--- config.mk ---
export PLATFORM = sky130hd
export DESIGN_NAME = iorb_bank
export DESIGN_NICKNAME = d
export VERILOG_FILES = /design/src/rtl/iorb_pkg.sv /design/src/rtl/iorb_bank.sv
export VERILOG_INCLUDE_DIRS = /design/src /design/src/rtl
export SDC_FILE = /design/constraint.sdc
export NUM_CORES = 1
export LEC_CHECK = 0
export BUFFER_PORTS_ARGS = -buffer_cell sky130_fd_sc_hd__clkbuf_2
export CORE_ASPECT_RATIO = 0.75
export CORE_MARGIN = 2
export CORE_UTILIZATION = 49
export DETAILED_ROUTE_END_ITERATION = 16
export PLACE_DENSITY = 0.79
export SLEW_MARGIN = 20
export SYNTH_ARGS = -nofsm -noshare
export SYNTH_HDL_FRONTEND = slang
export SYNTH_SLANG_ARGS = --single-unit
--- constraint.sdc ---
create_clock -name ref_clk -period 22.6 [get_ports ref_clk]
set_clock_uncertainty 0.15 [all_clocks]
set_input_delay 3.39 -clock ref_clk [delete_from_list [all_inputs] [get_ports ref_clk]]
set_output_delay 3.39 -clock ref_clk [all_outputs]
set_load 0.005 [all_outputs]
--- src/rtl/iorb_cfg.svh ---
// Address map and timing constants of the I/O register bank
`ifndef IORB_CFG_SVH
`define IORB_CFG_SVH
`define IORB_A_P0 8'h00
`define IORB_A_P1 8'h01
`define IORB_A_P2 8'h02
`define IORB_A_P3 8'h03
`define IORB_A_P0_MASK 8'h04
`define IORB_A_P1_MASK 8'h05
`define IORB_A_P2_MASK 8'h06
`define IORB_A_P3_MASK 8'h07
`define IORB_A_GPIO_SETUP 8'h08
`define IORB_A_PAR_SETUP 8'h09
`define IORB_A_USB_ADDR1 8'h10
`define IORB_A_A_EP0_CNT 8'h11
`define IORB_A_A_EP0_SET 8'h12
`define IORB_A_A_EP1_CNT 8'h13
`define IORB_A_A_EP1_SET 8'h14
`define IORB_A_A_EP2_CNT 8'h15
`define IORB_A_A_EP2_SET 8'h16
`define IORB_A_USB_SC 8'h1f
`define IORB_A_GLB_MASK 8'h20
`define IORB_A_EP_MASK 8'h21
`define IORB_A_VECTOR 8'h23
`define IORB_A_TMR_LO 8'h24
`define IORB_A_TMR_HI 8'h25
`define IORB_A_WDT_KICK 8'h26
`define IORB_A_TW_CS 8'h28
`define IORB_A_TW_BYTE 8'h29
`define IORB_A_SINK_VAL 8'h30
`define IORB_A_SINK_MASK 8'h31
`define IORB_A_SINK_POL 8'h32
`define IORB_A_SINK_LVL 8'h38
`define IORB_A_SINK_LVL_TOP 8'h3f
`define IORB_A_USB_ADDR2 8'h40
`define IORB_A_B_EP0_CNT 8'h41
`define IORB_A_B_EP0_SET 8'h42
`define IORB_A_B_EP1_CNT 8'h43
`define IORB_A_B_EP1_SET 8'h44
`define IORB_A_HUB_ATT 8'h48
`define IORB_A_HUB_ACT 8'h49
`define IORB_A_HUB_RATE 8'h4a
`define IORB_A_HUB_CTRL 8'h4b
`define IORB_A_HUB_SLEEP 8'h4d
`define IORB_A_HUB_WAKE 8'h4e
`define IORB_A_HUB_SE0 8'h4f
`define IORB_A_HUB_LINE 8'h50
`define IORB_A_HUB_LOW 8'h51
`define IORB_A_CPU_SC 8'hff
`define IORB_RESET_BYTE 8'h00
`define IORB_TMR_HI_BITS 4
`define IORB_TICK_NS 1000
`define IORB_CLK_NS 4
`define IORB_TICK_CYCLES (`IORB_TICK_NS / `IORB_CLK_NS)
`endif

--- src/rtl/iorb_pkg.sv ---
// Types shared by the I/O register bank
package iorb_pkg;
    typedef enum logic [2:0] {
        IORB_OP_NONE = 3'h1,
        IORB_OP_READ = 3'h2,
        IORB_OP_WRITE = 3'h4
    } iorb_op_t;
endpackage

--- src/rtl/iorb_bank.sv ---
// I/O register bank: port address decode, storage and read-back
// Functional notes
// - A port read instruction returns the addressed register into the accumulator
// - A port write stores the accumulator at the immediate address
// - Indexed write targets immediate address plus index register
// - Indexed write with immediate zero selects by index register alone
// - Read-only 12-bit free timer at 1 MHz, low byte then high nibble
// - Reading the vector register returns pending vector and clears it
// - In 5-endpoint mode the second device address register is unused
// - In 5-endpoint mode second-address setups configure first-address endpoints 3, 4
// - Four write-only GPIO interrupt mask registers follow the port data
// - Eight write-only sink current level registers, one per pin
// - Hub line state, wake and single-ended-zero status are read-only
// - Hub drive-low register is readable and writable
// - Processor status and control at top address, read and write
`include "iorb_cfg.svh"
`timescale 1ns/100ps
`default_nettype none
module iorb_bank #(
    parameter int TICK_CYCLES = `IORB_TICK_CYCLES
) (
    input wire logic ref_clk,
    input wire logic reset,
    input wire logic port_read_instr,
    input wire logic port_write_instr,
    input wire logic indexed_port_write_instr,
    input wire logic [7:0] instr_addr,
    input wire logic [7:0] index_reg,
    input wire logic [7:0] acc_in,
    input wire logic five_ep_mode,
    input wire logic vector_valid,
    input wire logic [7:0] vector_in,
    input wire logic [7:0] hub_wake_in,
    input wire logic [7:0] hub_se0_in,
    input wire logic [7:0] hub_line_in,
    output logic [7:0] acc_out,
    output logic acc_valid,
    output logic vector_clear,
    output logic wdt_kick,
    output logic [7:0] gpio_value [4],
    output logic [7:0] gpio_irq_mask [4],
    output logic [7:0] sink_level [8],
    output logic [7:0] ep_setup [5],
    output logic [7:0] usb_first_addr,
    output logic [7:0] usb_second_addr,
    output logic [7:0] hub_drive_low,
    output logic [7:0] cpu_status_ctrl
);
    ////////////////////////////////////////////////////////////////////////////
    // Input synchronisers for pin-level status
    // Hub pins move freely against ref_clk
    logic [7:0] wake_s1_reg;
    logic [7:0] wake_s2_reg;
    logic [7:0] se0_s1_reg;
    logic [7:0] se0_s2_reg;
    logic [7:0] line_s1_reg;
    logic [7:0] line_s2_reg;
    always_ff @(posedge ref_clk or posedge reset) begin
        if (reset) begin
            wake_s1_reg <= `IORB_RESET_BYTE;
            wake_s2_reg <= `IORB_RESET_BYTE;
            se0_s1_reg <= `IORB_RESET_BYTE;
            se0_s2_reg <= `IORB_RESET_BYTE;
            line_s1_reg <= `IORB_RESET_BYTE;
            line_s2_reg <= `IORB_RESET_BYTE;
        end else begin
            wake_s1_reg <= hub_wake_in;
            wake_s2_reg <= wake_s1_reg;
            se0_s1_reg <= hub_se0_in;
            se0_s2_reg <= se0_s1_reg;
            line_s1_reg <= hub_line_in;
            line_s2_reg <= line_s1_reg;
        end
    end

    ////////////////////////////////////////////////////////////////////////////
    // Address formation and access kind
    logic [7:0] wr_addr;
    logic wr_en;
    iorb_pkg::iorb_op_t op;
    // The sum wraps at eight bits
    assign wr_addr = indexed_port_write_instr ?
        8'(instr_addr + index_reg) : instr_addr;
    assign wr_en = port_write_instr | indexed_port_write_instr;
    always_comb begin
        if (port_read_instr) begin
            op = iorb_pkg::IORB_OP_READ;
        end else if (wr_en) begin
            op = iorb_pkg::IORB_OP_WRITE;
        end else begin
            op = iorb_pkg::IORB_OP_NONE;
        end
    end

    function automatic logic hit(input logic [7:0] a, input logic [7:0] target);
        hit = (a == target);
    endfunction

    ////////////////////////////////////////////////////////////////////////////
    // Plain storage: read/write and write-only registers
    logic [7:0] gpio_setup_reg;
    logic [7:0] par_setup_reg;
    logic [7:0] usb_sc_reg;
    logic [7:0] glb_mask_reg;
    logic [7:0] ep_mask_reg;
    logic [7:0] tw_cs_reg;
    logic [7:0] tw_byte_reg;
    logic [7:0] sink_val_reg;
    logic [7:0] sink_mask_reg;
    logic [7:0] sink_pol_reg;
    logic [7:0] hub_att_reg;
    logic [7:0] hub_act_reg;
    logic [7:0] hub_rate_reg;
    logic [7:0] hub_ctrl_reg;
    logic [7:0] hub_sleep_reg;
    logic [7:0] ep_cnt_reg [5];
    logic [7:0] ep_set_reg [5];
    logic [7:0] second_addr_reg;
    logic [7:0] reg_file_in;
    logic is_write;
    assign is_write = (op == iorb_pkg::IORB_OP_WRITE);
    assign reg_file_in = acc_in;

    always_ff @(posedge ref_clk or posedge reset) begin
        if (reset) begin
            for (int i = 0; i < 4; i++) begin
                gpio_value[i] <= `IORB_RESET_BYTE;
                gpio_irq_mask[i] <= `IORB_RESET_BYTE;
            end
            for (int i = 0; i < 8; i++) begin
                sink_level[i] <= `IORB_RESET_BYTE;
            end
            for (int i = 0; i < 5; i++) begin
                ep_cnt_reg[i] <= `IORB_RESET_BYTE;
                ep_set_reg[i] <= `IORB_RESET_BYTE;
            end
            gpio_setup_reg <= `IORB_RESET_BYTE;
            par_setup_reg <= `IORB_RESET_BYTE;
            usb_first_addr <= `IORB_RESET_BYTE;
            second_addr_reg <= `IORB_RESET_BYTE;
            usb_sc_reg <= `IORB_RESET_BYTE;
            glb_mask_reg <= `IORB_RESET_BYTE;
            ep_mask_reg <= `IORB_RESET_BYTE;
            tw_cs_reg <= `IORB_RESET_BYTE;
            tw_byte_reg <= `IORB_RESET_BYTE;
            sink_val_reg <= `IORB_RESET_BYTE;
            sink_mask_reg <= `IORB_RESET_BYTE;
            sink_pol_reg <= `IORB_RESET_BYTE;
            hub_att_reg <= `IORB_RESET_BYTE;
            hub_act_reg <= `IORB_RESET_BYTE;
            hub_rate_reg <= `IORB_RESET_BYTE;
            hub_ctrl_reg <= `IORB_RESET_BYTE;
            hub_sleep_reg <= `IORB_RESET_BYTE;
            hub_drive_low <= `IORB_RESET_BYTE;
            cpu_status_ctrl <= `IORB_RESET_BYTE;
        end else if (is_write) begin
            case (wr_addr)
                `IORB_A_P0: gpio_value[0] <= reg_file_in;
                `IORB_A_P1: gpio_value[1] <= reg_file_in;
                `IORB_A_P2: gpio_value[2] <= reg_file_in;
                `IORB_A_P3: gpio_value[3] <= reg_file_in;
                `IORB_A_P0_MASK: gpio_irq_mask[0] <= reg_file_in;
                `IORB_A_P1_MASK: gpio_irq_mask[1] <= reg_file_in;
                `IORB_A_P2_MASK: gpio_irq_mask[2] <= reg_file_in;
                `IORB_A_P3_MASK: gpio_irq_mask[3] <= reg_file_in;
                `IORB_A_GPIO_SETUP: gpio_setup_reg <= reg_file_in;
                `IORB_A_PAR_SETUP: par_setup_reg <= reg_file_in;
                `IORB_A_USB_ADDR1: usb_first_addr <= reg_file_in;
                `IORB_A_A_EP0_CNT: ep_cnt_reg[0] <= reg_file_in;
                `IORB_A_A_EP0_SET: ep_set_reg[0] <= reg_file_in;
                `IORB_A_A_EP1_CNT: ep_cnt_reg[1] <= reg_file_in;
                `IORB_A_A_EP1_SET: ep_set_reg[1] <= reg_file_in;
                `IORB_A_A_EP2_CNT: ep_cnt_reg[2] <= reg_file_in;
                `IORB_A_A_EP2_SET: ep_set_reg[2] <= reg_file_in;
                `IORB_A_USB_SC: usb_sc_reg <= reg_file_in;
                `IORB_A_GLB_MASK: glb_mask_reg <= reg_file_in;
                `IORB_A_EP_MASK: ep_mask_reg <= reg_file_in;
                `IORB_A_TW_CS: tw_cs_reg <= reg_file_in;
                `IORB_A_TW_BYTE: tw_byte_reg <= reg_file_in;
                `IORB_A_SINK_VAL: sink_val_reg <= reg_file_in;
                `IORB_A_SINK_MASK: sink_mask_reg <= reg_file_in;
                `IORB_A_SINK_POL: sink_pol_reg <= reg_file_in;
                `IORB_A_USB_ADDR2: second_addr_reg <= reg_file_in;
                `IORB_A_B_EP0_CNT: ep_cnt_reg[3] <= reg_file_in;
                `IORB_A_B_EP0_SET: ep_set_reg[3] <= reg_file_in;
                `IORB_A_B_EP1_CNT: ep_cnt_reg[4] <= reg_file_in;
                `IORB_A_B_EP1_SET: ep_set_reg[4] <= reg_file_in;
                `IORB_A_HUB_ATT: hub_att_reg <= reg_file_in;
                `IORB_A_HUB_ACT: hub_act_reg <= reg_file_in;
                `IORB_A_HUB_RATE: hub_rate_reg <= reg_file_in;
                `IORB_A_HUB_CTRL: hub_ctrl_reg <= reg_file_in;
                `IORB_A_HUB_SLEEP: hub_sleep_reg <= reg_file_in;
                `IORB_A_HUB_LOW: hub_drive_low <= reg_file_in;
                `IORB_A_CPU_SC: cpu_status_ctrl <= reg_file_in;
                // Sink levels form a range, so they sit outside the items
                default: begin
                    if (wr_addr >= `IORB_A_SINK_LVL && wr_addr <= `IORB_A_SINK_LVL_TOP) begin
                        sink_level[3'(wr_addr - `IORB_A_SINK_LVL)] <= reg_file_in;
                    end
                end
            endcase
        end
    end

    ////////////////////////////////////////////////////////////////////////////
    // Endpoint setup outputs; second address idle in 5-endpoint mode
    // Slots 3 and 4 serve the first address in that mode
    always_ff @(posedge ref_clk or posedge reset) begin
        if (reset) begin
            for (int i = 0; i < 5; i++) begin
                ep_setup[i] <= `IORB_RESET_BYTE;
            end
            usb_second_addr <= `IORB_RESET_BYTE;
        end else begin
            for (int i = 0; i < 5; i++) begin
                ep_setup[i] <= ep_set_reg[i];
            end
            usb_second_addr <= five_ep_mode ? `IORB_RESET_BYTE : second_addr_reg;
        end
    end

    ////////////////////////////////////////////////////////////////////////////
    // Free-running 12-bit microsecond timer
    // Bytes are not latched: a carry may fall between reads
    logic [$clog2(TICK_CYCLES)-1:0] tick_cnt_reg;
    logic [11:0] timer_reg;
    always_ff @(posedge ref_clk or posedge reset) begin
        if (reset) begin
            tick_cnt_reg <= '0;
            timer_reg <= 12'h000;
        end else if (tick_cnt_reg == ($clog2(TICK_CYCLES))'(TICK_CYCLES - 1)) begin
            tick_cnt_reg <= '0;
            timer_reg <= timer_reg + 12'h001;
        end else begin
            tick_cnt_reg <= tick_cnt_reg + 1'b1;
        end
    end

    ////////////////////////////////////////////////////////////////////////////
    // Read-back mux
    logic [7:0] rd_data;
    always_comb begin
        case (instr_addr)
            `IORB_A_P0: rd_data = gpio_value[0];
            `IORB_A_P1: rd_data = gpio_value[1];
            `IORB_A_P2: rd_data = gpio_value[2];
            `IORB_A_P3: rd_data = gpio_value[3];
            `IORB_A_GPIO_SETUP: rd_data = gpio_setup_reg;
            `IORB_A_PAR_SETUP: rd_data = par_setup_reg;
            `IORB_A_USB_ADDR1: rd_data = usb_first_addr;
            `IORB_A_A_EP0_CNT: rd_data = ep_cnt_reg[0];
            `IORB_A_A_EP0_SET: rd_data = ep_set_reg[0];
            `IORB_A_A_EP1_CNT: rd_data = ep_cnt_reg[1];
            `IORB_A_A_EP1_SET: rd_data = ep_set_reg[1];
            `IORB_A_A_EP2_CNT: rd_data = ep_cnt_reg[2];
            `IORB_A_A_EP2_SET: rd_data = ep_set_reg[2];
            `IORB_A_USB_SC: rd_data = usb_sc_reg;
            `IORB_A_GLB_MASK: rd_data = glb_mask_reg;
            `IORB_A_EP_MASK: rd_data = ep_mask_reg;
            `IORB_A_VECTOR: rd_data = vector_valid ? vector_in : `IORB_RESET_BYTE;
            `IORB_A_TMR_LO: rd_data = timer_reg[7:0];
            `IORB_A_TMR_HI: rd_data = {4'h0, timer_reg[11:8]};
            `IORB_A_TW_CS: rd_data = tw_cs_reg;
            `IORB_A_TW_BYTE: rd_data = tw_byte_reg;
            `IORB_A_SINK_VAL: rd_data = sink_val_reg;
            `IORB_A_USB_ADDR2: rd_data = second_addr_reg;
            `IORB_A_B_EP0_CNT: rd_data = ep_cnt_reg[3];
            `IORB_A_B_EP0_SET: rd_data = ep_set_reg[3];
            `IORB_A_B_EP1_CNT: rd_data = ep_cnt_reg[4];
            `IORB_A_B_EP1_SET: rd_data = ep_set_reg[4];
            `IORB_A_HUB_ATT: rd_data = hub_att_reg;
            `IORB_A_HUB_ACT: rd_data = hub_act_reg;
            `IORB_A_HUB_RATE: rd_data = hub_rate_reg;
            `IORB_A_HUB_CTRL: rd_data = hub_ctrl_reg;
            `IORB_A_HUB_SLEEP: rd_data = hub_sleep_reg;
            `IORB_A_HUB_WAKE: rd_data = wake_s2_reg;
            `IORB_A_HUB_SE0: rd_data = se0_s2_reg;
            `IORB_A_HUB_LINE: rd_data = line_s2_reg;
            `IORB_A_HUB_LOW: rd_data = hub_drive_low;
            `IORB_A_CPU_SC: rd_data = cpu_status_ctrl;
            // Write-only and unassigned addresses read as zero
            default: rd_data = `IORB_RESET_BYTE;
        endcase
    end

    ////////////////////////////////////////////////////////////////////////////
    // Read answer, vector clear and watchdog kick pulses
    always_ff @(posedge ref_clk or posedge reset) begin
        if (reset) begin
            acc_out <= `IORB_RESET_BYTE;
            acc_valid <= 1'b0;
        end else begin
            acc_valid <= (op == iorb_pkg::IORB_OP_READ);
            acc_out <= (op == iorb_pkg::IORB_OP_READ) ? rd_data : acc_out;
        end
    end

    // Clear only a real vector, so an idle read loses nothing
    always_ff @(posedge ref_clk or posedge reset) begin
        if (reset) begin
            vector_clear <= 1'b0;
        end else begin
            vector_clear <= (op == iorb_pkg::IORB_OP_READ) &&
                hit(instr_addr, `IORB_A_VECTOR) && vector_valid;
        end
    end

    always_ff @(posedge ref_clk or posedge reset) begin
        if (reset) begin
            wdt_kick <= 1'b0;
        end else begin
            wdt_kick <= is_write && hit(wr_addr, `IORB_A_WDT_KICK);
        end
    end

    ////////////////////////////////////////////////////////////////////////////
    // Checks
    a_read_answer: assert property (@(posedge ref_clk) disable iff (reset)
        port_read_instr |=> acc_valid && acc_out == $past(rd_data))
        else $error("read answer wrong");

    a_direct_write: assert property (@(posedge ref_clk) disable iff (reset)
        port_write_instr && !indexed_port_write_instr && !port_read_instr &&
        instr_addr == `IORB_A_HUB_LOW |=> hub_drive_low == $past(acc_in))
        else $error("direct write lost");

    a_indexed_sum: assert property (@(posedge ref_clk) disable iff (reset)
        indexed_port_write_instr && !port_read_instr &&
        8'(instr_addr + index_reg) == `IORB_A_CPU_SC
        |=> cpu_status_ctrl == $past(acc_in))
        else $error("indexed write address wrong");

    a_indexed_zero: assert property (@(posedge ref_clk) disable iff (reset)
        indexed_port_write_instr && !port_read_instr && instr_addr == 8'h00 &&
        index_reg == `IORB_A_HUB_LOW |=> hub_drive_low == $past(acc_in))
        else $error("index-only select wrong");

    a_timer_step: assert property (@(posedge ref_clk) disable iff (reset)
        tick_cnt_reg == ($clog2(TICK_CYCLES))'(TICK_CYCLES - 1)
        |=> timer_reg == 12'($past(timer_reg) + 12'h001))
        else $error("timer did not step");

    a_vector_clear: assert property (@(posedge ref_clk) disable iff (reset)
        port_read_instr && instr_addr == `IORB_A_VECTOR && vector_valid
        |=> vector_clear && acc_out == $past(vector_in)
        ##1 (!vector_clear || $past(port_read_instr)))
        else $error("vector clear wrong");

    a_second_idle: assert property (@(posedge ref_clk) disable iff (reset)
        five_ep_mode |=> usb_second_addr == 8'h00)
        else $error("second address active");

    a_wo_readzero: assert property (@(posedge ref_clk) disable iff (reset)
        port_read_instr && instr_addr == `IORB_A_WDT_KICK |=> acc_out == 8'h00)
        else $error("write-only read not zero");

    a_mask_write: assert property (@(posedge ref_clk) disable iff (reset)
        is_write && wr_addr == `IORB_A_P3_MASK |=> gpio_irq_mask[3] == $past(acc_in))
        else $error("mask write lost");

    a_mask_readzero: assert property (@(posedge ref_clk) disable iff (reset)
        port_read_instr && instr_addr == `IORB_A_P0_MASK |=> acc_out == `IORB_RESET_BYTE)
        else $error("mask read not zero");

    a_sink_write: assert property (@(posedge ref_clk) disable iff (reset)
        is_write && wr_addr == `IORB_A_SINK_LVL_TOP |=> sink_level[7] == $past(acc_in))
        else $error("sink write lost");

    a_line_read: assert property (@(posedge ref_clk) disable iff (reset)
        port_read_instr && instr_addr == `IORB_A_HUB_LINE |=> acc_out == $past(line_s2_reg))
        else $error("line state read wrong");
endmodule // iorb_bank
`default_nettype wire

==> impl_summary.txt <==
----------------------------------------------------
[Pwr]
  Sequential Power Share ... about half
  Peak ir drop on the vdd network ... slightly below 0.00007 V
  Part of the total power dissipated in combinational logic ... between 10% and 20%
  Sw power ... 0.000490 W
  Power density over cell area ... just over 80 nW/um^2
  Switching share of power ... between 20% and 30%
  Clock Power Share ... 40.3%
  Design internal power ... 0.00143 W
  Leakage component of the power ... about 12 nW

[GRT]
  GR Util All Layers ... between 30% and 40%
  First-pass GRT wire length ... approximately 97000 um
  GRT overflow ... 0
  Pin count of the biggest net entering global routing ... ~200
  Initial antenna violation count ... 1
  Vias in the first global route ... 14500

[Clock network]
  Number of instances resized during post-cts repair ... 0
  Maximum number of buffers from clock root to sink ... 3
  Total clock sinks ... 471
  Number of setup buffers added after CTS ... 0
  CTS H-tree depth ... 2
  Library cell used as clock root buffer ... sky130_fd_sc_hd__clkbuf_16
  Number of buffers added to fix hold violations after cts ... 0
  CTS tree ... built
  Later-pin clock latency in the skew report ... between 0.5 and 0.6 ns
  Clock-pin slew of the registers on the worst-case setup and hold paths ... approximately 0.060 ns
  Total CTS buffers ... 44

[Setup path]
  Required time at the worst-slack endpoint ... 22.91 ns
  Maximum net fanout on the critical path ... 37
  Slowest library cell on the worst path ... sky130_fd_sc_hd__or2_0
  Crit path depth ... 9
  Number of buffer and inverter instances along the worst setup path ... 1
  Kind of cell adding the most delay to the critical path ... simple AND/OR/NAND/NOR gates
  Category of the most critical setup path ... in -> reg
  Highest cell delay on the worst timing path ... a little over 0.7 ns
  Category of the worst setup path launch point ... input port
  Count of cells along the worst register-to-register path ... 5
  Worst EP arrival ... ~7.7 ns
  Type of element capturing the critical path ... register
  Sequence of cells on the critical path ... clkbuf_2, fa_1, a21o_1, nand4b_1, nand3b_1, or2_0, or3_1, nor3_4, mux2_2

[Min path]
  Number of stages on the worst hold path ... 0
  Hold crit path type ... reg -> reg

[Drt]
  Final wirelength ... 66800 um
  Initial DRC Count ... about 1700
  # DRC ... 0
  Per-cell routed wire length ... about 29 um
  Total vias in the final route ... about 14000
  Post-detailed-route count of antenna-violating nets ... 0
  Vias per Instance ... 6.37
  First-pass iteration count of the detailed router ... 8

[Finish]
  Commonest cells after routing, fill and taps aside ... sky130_fd_sc_hd__dfrtp_1 (471), sky130_fd_sc_hd__mux2_2 (335), sky130_fd_sc_hd__clkbuf_2 (273)
  Layout net count ... ~1800
  Area overhead of the layout relative to synthesis ... 17.2%
  Most common cell after layout, fill and taps aside ... sky130_fd_sc_hd__dfrtp_1
  Non-filler cells, final ... 2270
  Largest Register ... sink_level
  Cell area after layout ... about 24000 sq um
  Fraction of final layout cells with drive strength greater than 1 ... around 44%
  Flip-flop count of the largest register, all copies and words added ... 64
  Total inserted antenna cells ... 0

[STA]
  Total negative slack for setup checks ... 0 ns
  Crit path setup slack, layout ... ~15 ns
  Unrepaired setup endpoints after global routing ... false
  Final Max Slew Viols ... 0
  Time the worst path needs with I/O delays and setup ... ~7.4 ns
  Final setup viols ... 0
  Transition time of the tightest slew-check pin ... approximately 1.2 ns
  Share of the clock period used by the worst path ... approximately 33%
  Achievable Freq ... approximately 0.14 GHz
  Number of endpoints with negative hold slack in the final report ... 0
  Headroom to the max-slew limit ... roughly 18%

[Die]
  Die boundary width ... between 200 and 250 um
  # IOs ... 274
  Initial core utilization ... between 40% and 50%
  Cell row count ... 64
  Core area ... 40600 sq um
  Height of the die ... ~180 um
  Die Outline Area ... between 40000 and 50000 sq um

[Place]
  Post-Place Worst Slack ... between 10 and 15 ns
  HPWL Detailed ... ~46000 um
  Final Wtd Congestion ... around 1.0
  Number of port buffers ... about 270
  DP Area ... about 22000 sq um
  Total instance count after detailed placement ... between 2000 and 2500

[Synth]
  Cell types occupying the most area after synthesis ... sky130_fd_sc_hd__dfrtp_1 (59%), sky130_fd_sc_hd__mux2_2 (19%), sky130_fd_sc_hd__a22oi_1 (2.1%)
  Netlist area before placement ... approximately 20000 sq um
  Cell count after synthesis ... around 1500
  Post-synthesis sequential element count ... roughly 470
  Primary FF master, synth ... sky130_fd_sc_hd__dfrtp_1
  Post-synth top area share ... 58.8%
  Count of yosys warnings during synthesis ... 0
  Cell accounting for the most synthesized area ... sky130_fd_sc_hd__dfrtp_1
  Sequential share of the synthesized area ... between 50% and 60%
  Number of distinct library cell variants in the gate-level netlist after synthesis ... just over 80
  Post-synth EDFFs ... 0
  Ys async rst share ... 100%
  Nets in the synthesized netlist ... roughly 1500
  Avg Inst Size Synth ... 13.8 sq um

[Status]
  Run status ... complete, no violations

[Flow run]
  Max Cap Violations ... 0

----------------------------------------------------
[path summary, 6_finish.rpt]
path / startpoint / endpoint / slack [ns]
max: instr_addr[1] / tw_byte_reg[3]$_DFFE_PP0P_ / 15.25
min: line_s1_reg[2]$_DFF_PP0_ / line_s2_reg[2]$_DFF_PP0_ / 0.19
max reg2reg: hub_ctrl_reg[1]$_DFFE_PP0P_ / acc_out[1]$_DFFE_PP0P_ / 19.81
min reg2reg: line_s1_reg[2]$_DFF_PP0_ / line_s2_reg[2]$_DFF_PP0_ / 0.19
max in group asynchronous: reset / gpio_irq_mask[26]$_DFFE_PP0P_ / 17.95
min in group asynchronous: reset / sink_level[41]$_DFFE_PP0P_ / 2.81
[power groups by stage]
stage	registers [W]	logic, W	clock network [W]
2_1_floorplan	0.000956	0.000110	0
3_3_place_gp	0.000966	0.000188	0
3_5_place_dp	0.000969	0.000192	0
4_1_cts	0.000954	0.000193	0.000784
5_1_grt	0.000961	0.000209	0.000821
6_report	0.000956	0.000194	0.000775
[per-layer routing]
metal  track usage [%]  vias up  routed length, um
met4              9.85        0               2260
met5                 0        -                  0
met3              8.99      158               7190
met2              47.6      816              29400
met1              44.3     7585              28000
li1                  -     5910                  -
[kinds of logic after synthesis]
logic type                 Yosys count  synth area share (%)
DFF                                471                  58.8
xor gates and xnor gates            17                 0.742
muxes                              357                  20.2
and+or+nand+nor                    296                  9.71
buffers and inverters               95                  2.05
adders and majority gates           11                 0.724
AOI/OAI and AO/OA                  204                  7.83
[per-stage QoR]
stage / power [W] / util, % / hold slack [ns]
after floorplan: 0.00107 / - / 0.181
final: 0.00192 / 57.9 / 0.194
after global routing: 0.00199 / 57.9 / 0.197
after CTS: 0.00193 / 57.8 / 0.196
after global placement: 0.00115 / 54.2 / 0.185
after detailed placement: 0.00116 / 54.2 / 0.185
[worst reg2reg max path, stage by stage (launching register included)]
cell	delay (ns)
sky130_fd_sc_hd__dfrtp_1	0.38
sky130_fd_sc_hd__mux4_2	0.55
sky130_fd_sc_hd__a21oi_1	0.20
sky130_fd_sc_hd__nand3_1	0.11
sky130_fd_sc_hd__a2111oi_0	0.96
sky130_fd_sc_hd__a32oi_1	0.24
[cell usage after synthesis, types with 10 or more instances]
| master | n |
|---|---|
| sky130_fd_sc_hd__a22oi_1 | 57 |
| sky130_fd_sc_hd__a221oi_1 | 23 |
| sky130_fd_sc_hd__nand4_1 | 17 |
| sky130_fd_sc_hd__nor2b_1 | 11 |
| sky130_fd_sc_hd__buf_2 | 13 |
| sky130_fd_sc_hd__nor3_1 | 16 |
| sky130_fd_sc_hd__xnor2_1 | 10 |
| sky130_fd_sc_hd__o21ai_0 | 22 |
| sky130_fd_sc_hd__mux2_1 | 15 |
| sky130_fd_sc_hd__a21oi_1 | 16 |
| sky130_fd_sc_hd__ha_1 | 10 |
| sky130_fd_sc_hd__a22o_1 | 17 |
| sky130_fd_sc_hd__and3_1 | 10 |
| sky130_fd_sc_hd__nor2_1 | 54 |
| sky130_fd_sc_hd__nand3_1 | 22 |
| sky130_fd_sc_hd__nand2_1 | 63 |
| sky130_fd_sc_hd__dfrtp_1 | 471 |
| sky130_fd_sc_hd__clkbuf_1 | 60 |
| sky130_fd_sc_hd__mux2_2 | 335 |
[final cells by class]
cell class,instances,area [sq um]
Clock buffer,58,1200
Tap cell,528,661
Multi-Input combinational cell,885,7910
Inverter,9,41.3
Timing Repair Buffer,301,1620
Sequential cell,471,11800
Fill cell,3230,17100
Clock inverter,18,278
Power figures use the tool's default switching activity.
